**src/exec_pkg.sv**
```systemverilog
/*
 * Shared constants, encodings and carrier types for the call, jump,
 * add and logical-AND execution slice.
 * Assumes a single core clock and an asynchronous active-low reset.
 */
`default_nettype none
package exec_pkg;
    localparam int          DATA_W      = 8;
    localparam int          PC_W        = 16;
    localparam logic [7:0]  SP_RESET    = 8'h07;
    localparam logic [15:0] PC_RESET    = 16'h0000;
    localparam logic [15:0] PC_STEP2    = 16'h0002;
    localparam logic [15:0] PC_STEP1    = 16'h0001;
    localparam logic [7:0]  SP_STEP     = 8'h01;
    // Low five opcode bits of the page-addressed control transfers
    localparam logic [4:0]  CALL_LOW5   = 5'h11;
    localparam logic [4:0]  JMP_LOW5    = 5'h01;
    // Upper nibbles and fixed encodings of the byte operations
    localparam logic [3:0]  ADD_HI      = 4'h2;
    localparam logic [3:0]  ADD_WITH_CARRY_HI     = 4'h3;
    localparam logic [3:0]  AND_HI      = 4'h5;
    localparam logic [3:0]  LO_IMM      = 4'h4;
    localparam logic [3:0]  LO_DIR      = 4'h5;
    localparam logic [2:0]  LO_IND3     = 3'h3;
    localparam logic [7:0]  AND_DIR_ACC = 8'h52;
    // Output port latches sit at direct addresses 1xxx_0000
    localparam logic [3:0]  PORT_LOW    = 4'h0;

    typedef enum logic [2:0] {
        CLS_NONE = 3'b000,
        CLS_ADD  = 3'b001,
        CLS_ADD_WITH_CARRY = 3'b010,
        CLS_AND  = 3'b011,
        CLS_ANDD = 3'b100,
        CLS_CALL = 3'b101,
        CLS_JMP  = 3'b110
    } op_cls_t;

    typedef enum logic [1:0] {
        SRC_REG = 2'b00,
        SRC_DIR = 2'b01,
        SRC_IND = 2'b10,
        SRC_IMM = 2'b11
    } src_mode_t;

    typedef enum logic [1:0] {
        ST_IDLE = 2'b00,
        ST_PTR  = 2'b01,
        ST_EXEC = 2'b10,
        ST_PUSH = 2'b11
    } exec_st_t;

    typedef struct packed {
        logic [7:0] opcode;
        logic [7:0] operand;
    } instr_t;

    typedef struct packed {
        logic cy;
        logic ac;
        logic ov;
    } flags_t;

    typedef struct packed {
        logic [7:0] addr;
        logic [7:0] wdata;
        logic       we;
    } mem_req_t;
endpackage
`default_nettype wire

```
**src/exec_slice.sv**
```systemverilog
/*
 * Execution slice: page call, page jump, add, add with carry, and the
 * byte logical-AND forms. Owns accumulator, flags, stack pointer and
 * program counter. Assumes data RAM reads combinationally and that the
 * four port output latches are readable at latch_rdata by latch_sel.
 */
// Functional notes
// - Call adds two to counter, pushes low then high, stack up by two.
// - Call target is upper five counter bits, opcode 7-5, second byte.
// - Call decodes on low bits 10001; two bytes, three cycles.
// - Call leaves all status flags unchanged.
// - Jump adds two, replaces counter bits 10-0, stays within 2K block.
// - Both adds set carry from bit 7, aux carry from bit 3.
// - Overflow is carry out of bit 6 xor carry out of bit 7.
// - Add with carry sums accumulator, source and carry flag.
// - Plain add supports register, direct, indirect, immediate sources.
// - Add with carry supports the same four source modes.
// - Byte AND stores bitwise result in destination, flags untouched.
// - AND on an output port reads and rewrites the port latch.
// - Six AND combinations, accumulator or direct destination; direct with immediate is refused here.
// - AND register, indirect and direct-with-accumulator encodings.
`timescale 1ns/1ps
`default_nettype none
module exec_slice
    import exec_pkg::*;
(
    input  wire logic        clk,
    input  wire logic        arst_n,
    input  wire logic        issue_valid,
    output logic             issue_ready,
    input  wire instr_t      issue,
    input  wire logic [1:0]  bank_sel,
    output mem_req_t         mem_req,
    input  wire logic [7:0]  mem_rdata,
    output logic      [1:0]  latch_sel,
    input  wire logic [7:0]  latch_rdata,
    output logic             latch_we,
    output logic      [7:0]  latch_wdata,
    output logic      [7:0]  acc,
    output flags_t           flags,
    output logic      [7:0]  stack_pointer,
    output logic     [15:0]  program_counter,
    output logic             done,
    output logic             unsupported
);
    typedef struct packed {
        exec_st_t    st;
        instr_t      ins;
        op_cls_t     cls;
        src_mode_t   src;
        logic [7:0]  ptr;
        logic [7:0]  acc;
        flags_t      fl;
        logic [7:0]  sp;
        logic [15:0] pc;
        logic        done;
        logic        bad;
    } state_t;

    localparam state_t STATE_RESET = '{st: ST_IDLE, ins: '0, cls: CLS_NONE,
        src: SRC_REG, ptr: 8'h00, acc: 8'h00, fl: '0, sp: SP_RESET,
        pc: PC_RESET, done: 1'b0, bad: 1'b0};

    state_t      s_r;
    state_t      s_nxt;
    op_cls_t     dec_cls;
    src_mode_t   dec_src;
    logic [7:0]  src_byte;
    logic [7:0]  dir_addr;
    logic        dir_is_port;
    logic [7:0]  add_sum;
    flags_t      add_fl;
    logic        add_cin;
    logic [15:0] pc_inc;
    logic [15:0] page_tgt;

    // Opcode classification
    always_comb begin
        dec_cls = CLS_NONE;
        dec_src = SRC_REG;
        if (issue.opcode[4:0] == CALL_LOW5) begin
            dec_cls = CLS_CALL;
        end else if (issue.opcode[4:0] == JMP_LOW5) begin
            dec_cls = CLS_JMP;
        end else if (issue.opcode == AND_DIR_ACC) begin
            dec_cls = CLS_ANDD;
            dec_src = SRC_DIR;
        end else if (issue.opcode[7:4] == ADD_HI ||
                     issue.opcode[7:4] == ADD_WITH_CARRY_HI ||
                     issue.opcode[7:4] == AND_HI) begin
            if (issue.opcode[3]) begin
                dec_src = SRC_REG;
            end else if (issue.opcode[3:1] == LO_IND3) begin
                dec_src = SRC_IND;
            end else if (issue.opcode[3:0] == LO_DIR) begin
                dec_src = SRC_DIR;
            end else begin
                dec_src = SRC_IMM;
            end
            if (!issue.opcode[3] && issue.opcode[3:1] != LO_IND3 &&
                issue.opcode[3:0] != LO_DIR && issue.opcode[3:0] != LO_IMM) begin
                dec_cls = CLS_NONE;
            end else if (issue.opcode[7:4] == ADD_HI) begin
                dec_cls = CLS_ADD;
            end else if (issue.opcode[7:4] == ADD_WITH_CARRY_HI) begin
                dec_cls = CLS_ADD_WITH_CARRY;
            end else begin
                dec_cls = CLS_AND;
            end
        end
    end

    assign pc_inc   = s_r.pc + PC_STEP2;
    assign page_tgt = {pc_inc[15:11], s_r.ins.opcode[7:5], s_r.ins.operand};
    assign dir_addr = s_r.ins.operand;
    assign dir_is_port = dir_addr[7] && (dir_addr[3:0] == PORT_LOW);
    assign latch_sel   = dir_addr[5:4];

    // Source operand: any direct operand at a port address reads the latch, not the pins
    always_comb begin
        case (s_r.src)
            SRC_IMM: src_byte = s_r.ins.operand;
            SRC_DIR: src_byte = dir_is_port ? latch_rdata : mem_rdata;
            default: src_byte = mem_rdata;
        endcase
    end

    assign add_cin = (s_r.cls == CLS_ADD_WITH_CARRY) ? s_r.fl.cy : 1'b0;

    byte_adder u_add (
        .a     (s_r.acc),
        .b     (src_byte),
        .cin   (add_cin),
        .sum   (add_sum),
        .flags (add_fl)
    );

    always_comb begin
        s_nxt         = s_r;
        s_nxt.done    = 1'b0;
        s_nxt.bad     = 1'b0;
        mem_req       = '0;
        latch_we      = 1'b0;
        latch_wdata   = 8'h00;
        case (s_r.st)
            ST_IDLE: begin
                if (issue_valid) begin
                    s_nxt.ins = issue;
                    s_nxt.cls = dec_cls;
                    s_nxt.src = dec_src;
                    if (dec_cls == CLS_NONE) begin
                        s_nxt.bad = 1'b1;
                    end else if (dec_src == SRC_IND &&
                                 dec_cls != CLS_CALL && dec_cls != CLS_JMP) begin
                        s_nxt.st = ST_PTR;
                    end else begin
                        s_nxt.st = ST_EXEC;
                    end
                end
            end
            ST_PTR: begin
                mem_req.addr = {3'b000, bank_sel, 2'b00, s_r.ins.opcode[0]};
                s_nxt.ptr    = mem_rdata;
                s_nxt.st     = ST_EXEC;
            end
            ST_EXEC: begin
                case (s_r.src)
                    SRC_REG: mem_req.addr = {3'b000, bank_sel,
                                             s_r.ins.opcode[2:0]};
                    SRC_IND: mem_req.addr = s_r.ptr;
                    default: mem_req.addr = dir_addr;
                endcase
                s_nxt.st   = ST_IDLE;
                s_nxt.done = 1'b1;
                s_nxt.pc   = s_r.pc + ((s_r.src == SRC_DIR ||
                             s_r.src == SRC_IMM) ? PC_STEP2 : PC_STEP1);
                case (s_r.cls)
                    CLS_ADD, CLS_ADD_WITH_CARRY: begin
                        s_nxt.acc = add_sum;
                        s_nxt.fl  = add_fl;
                    end
                    CLS_AND: begin
                        s_nxt.acc = s_r.acc & src_byte;
                    end
                    CLS_ANDD: begin
                        if (dir_is_port) begin
                            latch_we    = 1'b1;
                            latch_wdata = src_byte & s_r.acc;
                        end else begin
                            mem_req.we    = 1'b1;
                            mem_req.wdata = src_byte & s_r.acc;
                        end
                    end
                    CLS_JMP: begin
                        s_nxt.pc = page_tgt;
                    end
                    CLS_CALL: begin
                        s_nxt.sp      = s_r.sp + SP_STEP;
                        mem_req.addr  = s_r.sp + SP_STEP;
                        mem_req.we    = 1'b1;
                        mem_req.wdata = pc_inc[7:0];
                        s_nxt.pc      = pc_inc;
                        s_nxt.done    = 1'b0;
                        s_nxt.st      = ST_PUSH;
                    end
                    default: s_nxt.done = 1'b0;
                endcase
            end
            ST_PUSH: begin
                s_nxt.sp      = s_r.sp + SP_STEP;
                mem_req.addr  = s_r.sp + SP_STEP;
                mem_req.we    = 1'b1;
                mem_req.wdata = s_r.pc[15:8];
                s_nxt.pc      = {s_r.pc[15:11], s_r.ins.opcode[7:5],
                                 s_r.ins.operand};
                s_nxt.done    = 1'b1;
                s_nxt.st      = ST_IDLE;
            end
            default: s_nxt.st = ST_IDLE;
        endcase
    end

    always_ff @(posedge clk or negedge arst_n) begin
        if (!arst_n) begin
            s_r <= STATE_RESET;
        end else begin
            s_r <= s_nxt;
        end
    end

    assign issue_ready     = (s_r.st == ST_IDLE);
    assign acc             = s_r.acc;
    assign flags           = s_r.fl;
    assign stack_pointer   = s_r.sp;
    assign program_counter = s_r.pc;
    assign done            = s_r.done;
    assign unsupported     = s_r.bad;

    logic [8:0] ref_sum9;
    assign ref_sum9 = {1'b0, s_r.acc} + {1'b0, src_byte} + {8'h00, add_cin};
endmodule
`default_nettype wire

```
**src/byte_adder.sv**
```systemverilog
/*
 * Eight-bit adder with carry in, giving carry, auxiliary carry and
 * signed overflow. Purely combinational.
 */
`timescale 1ns/1ps
`default_nettype none
module byte_adder
    import exec_pkg::*;
(
    input  wire logic [7:0] a,
    input  wire logic [7:0] b,
    input  wire logic       cin,
    output logic      [7:0] sum,
    output flags_t          flags
);
    logic [4:0] low4;
    logic [7:0] low7;
    logic [8:0] full;

    always_comb begin
        low4     = {1'b0, a[3:0]} + {1'b0, b[3:0]} + {4'h0, cin};
        low7     = {1'b0, a[6:0]} + {1'b0, b[6:0]} + {7'h00, cin};
        full     = {1'b0, a} + {1'b0, b} + {8'h00, cin};
        sum      = full[7:0];
        flags.cy = full[8];
        flags.ac = low4[4];
        flags.ov = low7[7] ^ full[8];
    end
endmodule
`default_nettype wire

```
**config.mk**
```make
export PLATFORM = sky130hd
export DESIGN_NAME = exec_slice
export DESIGN_NICKNAME = d
export VERILOG_FILES = /design/src/exec_pkg.sv /design/src/exec_slice.sv /design/src/byte_adder.sv
export SDC_FILE = /design/constraint.sdc
export NUM_CORES = 1
export LEC_CHECK = 0
export ABC_AREA = 1
export BUFFER_PORTS_ARGS = -buffer_cell sky130_fd_sc_hd__clkbuf_2
export CAP_MARGIN = 15
export CORE_AREA = 2 2 128 130
export DETAILED_ROUTE_END_ITERATION = 16
export DIE_AREA = 0 0 130 132
export GPL_TIMING_DRIVEN = 0
export PLACE_DENSITY = 0.56
export SYNTH_ARGS = -nofsm -noshare
export SYNTH_HDL_FRONTEND = slang
export SYNTH_SLANG_ARGS = --single-unit
```
**constraint.sdc**
```tcl
create_clock -name clk -period 2.4 [get_ports clk]
set_input_delay 0 -clock clk [delete_from_list [all_inputs] [get_ports clk]]
set_output_delay 0 -clock clk [all_outputs]
set_load 0.005 [all_outputs]
```
### After elaboration in Yosys (flattened, before gate mapping)

Index checks and enable logic that the tools add are counted.

* flip-flop bits (word level): 68
* output and inout bits: 66
* logic and storage cells: 123

* mux-type cells: 43
* equal/unequal tests: 29
* bitwise operators: 3
* reductions and logical operators: 24
* $add $sub $neg: 9

Operator list (count)
* case mux 25 bit (2 select lines): 1
* 2-to-1 mux 8 bit: 6
* case mux 8 bit (2 select lines): 3
* case mux 9 bit (2 select lines): 2
* case mux 16 bit (2 select lines): 1
* 2-to-1 mux 2 bit: 14
* case mux 8 bit (3 select lines): 1
* 2-to-1 mux 23 bit: 1
* adder 16 x 2 -> 16 bit: 1
* adder 16 x 2 -> 16 bit (second input constant): 1
* AND reduction 2 bit: 6
* == test 2 bit (second input constant): 5
* adder 8 x 8 -> 9 bit: 1
* adder 9 x 1 -> 9 bit: 1
* == test 3 x 2 -> 1 bit (second input constant): 3
* == test 3 bit (second input constant): 3
* 2-to-1 mux 1 bit: 9
* 2-to-1 mux 3 bit: 3
* 2-to-1 mux 9 bit: 1
* adder 7 x 7 -> 8 bit: 1
* adder 8 x 1 -> 8 bit: 1
* adder 8 x 1 -> 8 bit (second input constant): 1
* AND 8 bit: 1
* == test 4 x 2 -> 1 bit (second input constant): 2
* 25 further kinds: 39

### Logic depth before layout (Yosys ltp)

* word-level depth: 16
* depth in mapped cells: 18

### By module

From an unflattened synthesis, not the netlist that was laid out.

* cell total of the unflattened synthesis: 816
* area total of the unflattened synthesis: 5282.6 µm²

Modules (own cells, without submodules)
* exec_slice: times used 1, cells each 736, seq. area each 1655.3 µm², area each 4855.9 µm²
* byte_adder: times used 1, cells each 80, seq. area each 0.0 µm², area each 426.7 µm²

### Worst setup path after synthesis

OpenSTA, ideal clock, no wires.

* kind: register -> register
* start point: reg s_r (netlist bit dir_addr[0])
* end point: reg s_r (netlist bit flags[0])
* stages on the path, launching flop included: 18
* arrival: 2.490 ns
* buffers on the path: 0
* data required time: 2.335 ns
* clock period less this slack: 2.555 ns
* setup slack: -0.155 ns
* path through: dfrtp_1 -> inv_1 -> nand2_1 -> nor2_1 -> nand3_1 -> clkinv_1 -> nand2_1 -> nand2_1 -> nand2_1 -> fa_1 -> fa_1 -> inv_1 -> nand3_1 -> nand3_1 -> nand2_1 -> nand3_1 -> o211ai_1 -> nand2_1

* longest elaborated chain between the ends: 7
* elaborated cells between the ends (all ways): 9
* those cells by class: 4 x add/sub; 2 x mux; 1 x bitwise; 2 x reduce/logical

RTL lines
* from (decl): line exec_slice.sv:64 `state_t s_r;`
* from (signal assigned): line exec_slice.sv:227 `s_r <= s_nxt;`
* logical NOT 4 bit: line exec_slice.sv:116 `assign dir_is_port = dir_addr[7] && (dir_addr[3:0] == PORT_LOW);`
* logical AND 1 bit: line exec_slice.sv:116
* 2-to-1 mux 8 bit: line exec_slice.sv:123 `SRC_DIR: src_byte = dir_is_port ? latch_rdata : mem_rdata;`
* case mux 8 bit (2 select lines) *: line exec_slice.sv:121 `case (s_r.src)`
* adder 8 x 8 -> 9 bit or adder 7 x 7 -> 8 bit (tied branches): line byte_adder.sv:23, byte_adder.sv:22
* adder 9 x 1 -> 9 bit or adder 8 x 1 -> 8 bit (tied branches): line byte_adder.sv:23, byte_adder.sv:22
* bitwise XOR 1 bit *: line byte_adder.sv:27 `flags.ov = low7[7] ^ full[8];`

Every way passes the cells marked *; elsewhere a longest branch is shown, timed or not.
A chain may end at the register's enable or synchronous reset.

### Worst setup path in the final report

* start point: reg s_r (netlist bit dir_addr[7])
* end point: reg s_r (netlist bit flags[0])

* longest elaborated chain between the ends: 6
* elaborated cells between the ends (all ways): 8
* those cells by class: 4 x add/sub; 2 x mux; 1 x bitwise; 1 x reduce/logical

RTL lines (line)
* logical AND 1 bit: exec_slice.sv:116
* 2-to-1 mux 8 bit: exec_slice.sv:123
* case mux 8 bit (2 select lines) *: exec_slice.sv:121
* adder 8 x 8 -> 9 bit or adder 7 x 7 -> 8 bit (tied branches): byte_adder.sv:23, byte_adder.sv:22
* adder 9 x 1 -> 9 bit or adder 8 x 1 -> 8 bit (tied branches): byte_adder.sv:23, byte_adder.sv:22
* bitwise XOR 1 bit *: byte_adder.sv:27

Marked as above.

==> results.yml <==
worst_setup_path:
  worstReg2RegEnd: "flags[0]$_DFFE_PN0P_"
  crit_type: "reg2reg"
  slowest_stage: "dfrtp_2"
  reg2reg_from: "dir_addr[7]$_DFFE_PN0P_"
  r2r_slack_ns: 0.0007
  cp-start-kind: "register"
  slowest_delay_ns: 0.44
  endpoint_kind: "register"
  critPathArrivalTime_ns: 2.68
  path_cells: "nand2_2 > nor2_2 > nand3_2 > buf_12 > a21oi_4 > nand2_4 > nand2_4 > fa_2 > fa_2 > inv_2 > nand3_2 > nand3_4 > nand2_2 > nand3_2 > o211ai_1 > nand2_1"
  worstPathRequired_ns: 2.68
  cp_common_cell: "nand3_2"
  worstRegToRegCells: 16
  critPathMaxFanout: 6
die:
  pin_count: 103
  start_util: 0.337
  row_count: 46
  fp.dieArea_um2: 17200
  die_width_um: 130
  die_y_um: 132
  design.core.area_um2: 15700
cells_and_area:
  final_area_um2: 7070
  mostFrequentLayoutCells: "nand2_1 (218), clkbuf_2 (99), inv_1 (94), o21ai_0 (70), nand3_1 (69)"
  area_growth_pct: 33.5
  drive_gt1_frac: 0.290
  final_nets: 1000
  final_common_cell: "nand2_1"
  final_core_util: 0.450
hold_path:
  worstHoldStart: "issue[12]"
  hold_path.class: "in2reg"
  hold_end: "s_r[48]$_DFFE_PN0P_"
  worstHoldPathCells: 4
timing:
  fmax_mhz: 417
  finClkSkew_ns: 0.00416
  final.period_utilization: 1.00
  fin_tns_setup_ns: 0
  worst_slack_ns: 0.000685
  finalSetupViolations: 0
  hold_viol_final: 0
  rsz0062_at_grt: "yes"
  finalMaxSlewViolations: 0
  max_slew_margin: 0.611
  period_minus_slack_ns: 2.40
  tightest_slew_ns: 0.584
place:
  dp_worst_setup_slack_ns: -0.415
  placed_cell_area_um2: 6120
  dp_hpwl_mm: 13.4
  port_buffers: 102
  gp_congestion: 0.882
cts:
  htree_levels: 3
  clkLatencyLatePin_ns: 0.34
  cts_buffer_depth: 2
  cts_sinks: 66
  clockRootBuffer: "clkbuf_16"
  clk_pin_slew_worst_paths_ns: 0.06
  cts_tree: "yes"
  cts_inserted_buffers: 9
synth:
  postSynthCellCount: 801
  synth_fp_nets: 853
  ys_warn_count: 0
  yosysSeqAreaShare: 0.313
  synthesis.area_um2: 5300
  ys_ff_latch: 66
  ys_types: 43
  synth.avg_cell_area_um2: 6.61
run_status:
  status: "complete, no violations"
routing:
  drt_drc_violations_left: 0
  ant_nets: 0
  vias: 5749
  drt-total-wl_mm: 17.7
  vias_per_cell: 4.91
  dr.pass1.iters: 6
  drt_iter0_drc: 366
  wl_per_cell_um: 15.1
power_and_ir_drop:
  powerDensity_nw_per_um2: 797
  total_power_uw: 5630
  cellLeakagePower_uw: 0.00355
  ir_drop_uv: 354
job:
  maxCapViolations: 0
grt:
  first_global_vias: 5179
  grt_start_max_net_pins: 41
  gr-total-overflow: 0
  grt_pass1_wl_mm: 27.7
  antenna_found_initial: 1
  groute.usage.overall: 0.208
==> worst max-delay path: cells and delay by family, from the launching register on <==
| family | cells | cell delay [ns] |
|---|---|---|
| AOI/OAI and AO/OA | 2 | 0.14 |
| adders and majority gates | 2 | 0.78 |
| buffers and inverters | 2 | 0.22 |
| DFF | 1 | 0.44 |
| and+or+nand+nor | 10 | 0.75 |
==> synth_stat cells, drive strengths merged <==
| library cell | number | area share |
|---|---|---|
| or2 | 2 | 0.0024 |
| dfrtp | 63 | 0.30 |
| o21a | 2 | 0.0028 |
| nand3 | 78 | 0.077 |
| a31oi | 1 | 0.0012 |
| o22ai | 13 | 0.015 |
| nand3b | 1 | 0.0014 |
| inv | 117 | 0.084 |
| o221ai | 2 | 0.0033 |
| o2bb2ai | 3 | 0.0050 |
| o21bai | 1 | 0.0014 |
| a2bb2oi | 1 | 0.0017 |
| nand4 | 13 | 0.015 |
| clkinv | 1 | 0.00071 |
| o211ai | 7 | 0.0099 |
| nor3 | 3 | 0.0028 |
| o21ai | 85 | 0.081 |
| xnor2 | 3 | 0.0050 |
| buf | 53 | 0.074 |
| dfstp | 3 | 0.015 |
| xor2 | 2 | 0.0033 |
| nor2 | 69 | 0.063 |
| fa | 3 | 0.011 |
| clkbuf | 2 | 0.0014 |
| a21oi | 28 | 0.027 |
| ha | 12 | 0.028 |
| nand2 | 233 | 0.17 |
==> through the flow <==
step,hold slack [ns],std cells
CTS,0.00837,1163
floorplan,-0.296,801
finish,0.0140,1170
global route,0.0435,1169
detailed placement,-0.000776,1120
global placement,0.200,1119
==> how the worst max path moves through the flow <==
stage	end	slack, ns	from	depth (start not counted)
final	flags[0]$_DFFE_PN0P_	0.0007	dir_addr[7]$_DFFE_PN0P_	16
after global routing	flags[0]$_DFFE_PN0P_	-0.14	dir_addr[0]$_DFFE_PN0P_	17
after CTS	mem_req[5]	-0.03	dir_addr[0]$_DFFE_PN0P_	14
after detailed placement	flags[0]$_DFFE_PN0P_	-0.42	dir_addr[7]$_DFFE_PN0P_	16
after global placement	flags[0]$_DFFE_PN0P_	-0.44	dir_addr[7]$_DFFE_PN0P_	16
after floorplan	flags[0]$_DFFE_PN0P_	0.007	dir_addr[0]$_DFFE_PN0P_	17
==> power by group <==
group	internal (µW)	switching, µW	total, µW
sequential	1380	333	1720
clock	1070	515	1590
combinational	1100	1230	2330
total	3560	2080	5630
==> layer usage <==
layer	part of all wire	wire [µm]	global-route usage
met1	0.45	8000	0.292
met2	0.48	8460	0.327
met3	0.049	872	0.0268
met4	0.020	346	0.0723
met5	0	0	0
==> kinds of logic after synthesis <==
logic type / count (synthesis) / share of synthesized area
AO/OA/AOI/OAI: 143 / 0.149
adder cells (fa/ha/maj): 15 / 0.0397
buffers and inverters: 173 / 0.161
flip-flops: 66 / 0.313
AND/OR/NAND/NOR: 399 / 0.330
XOR/XNOR: 5 / 0.00827
==> registers in the layout (all words and copies together) (netlist names) <==
register,count
acc,8
dir_addr,8
done,1
flags,3
page_tgt,3
program_counter,16
s_r,18
stack_pointer,8
unsupported,1
==> timing repair <==
action / 4_1_cts / 5_1_grt
endpoints found under the setup margin: 28 / 23
hold buffers: 20 / 0
resized for setup: 38 / 49
endpoints found under the hold margin: 45 / 0
setup buffers: 7 / 6
cloned: 0 / 0
pin swaps: 6 / 17
==> cell type report <==
type,instances,area (µm²)
fillers,1656,8640
well taps,216,270
diodes,1,2.50
inverters,118,465
clock buffers,12,256
multi-input cells,562,3060
flip-flops and latches,66,1660
clock inverters,4,97.6
plain buffers,55,405
repair buffers,136,851
(Power assumes the default switching activity.)
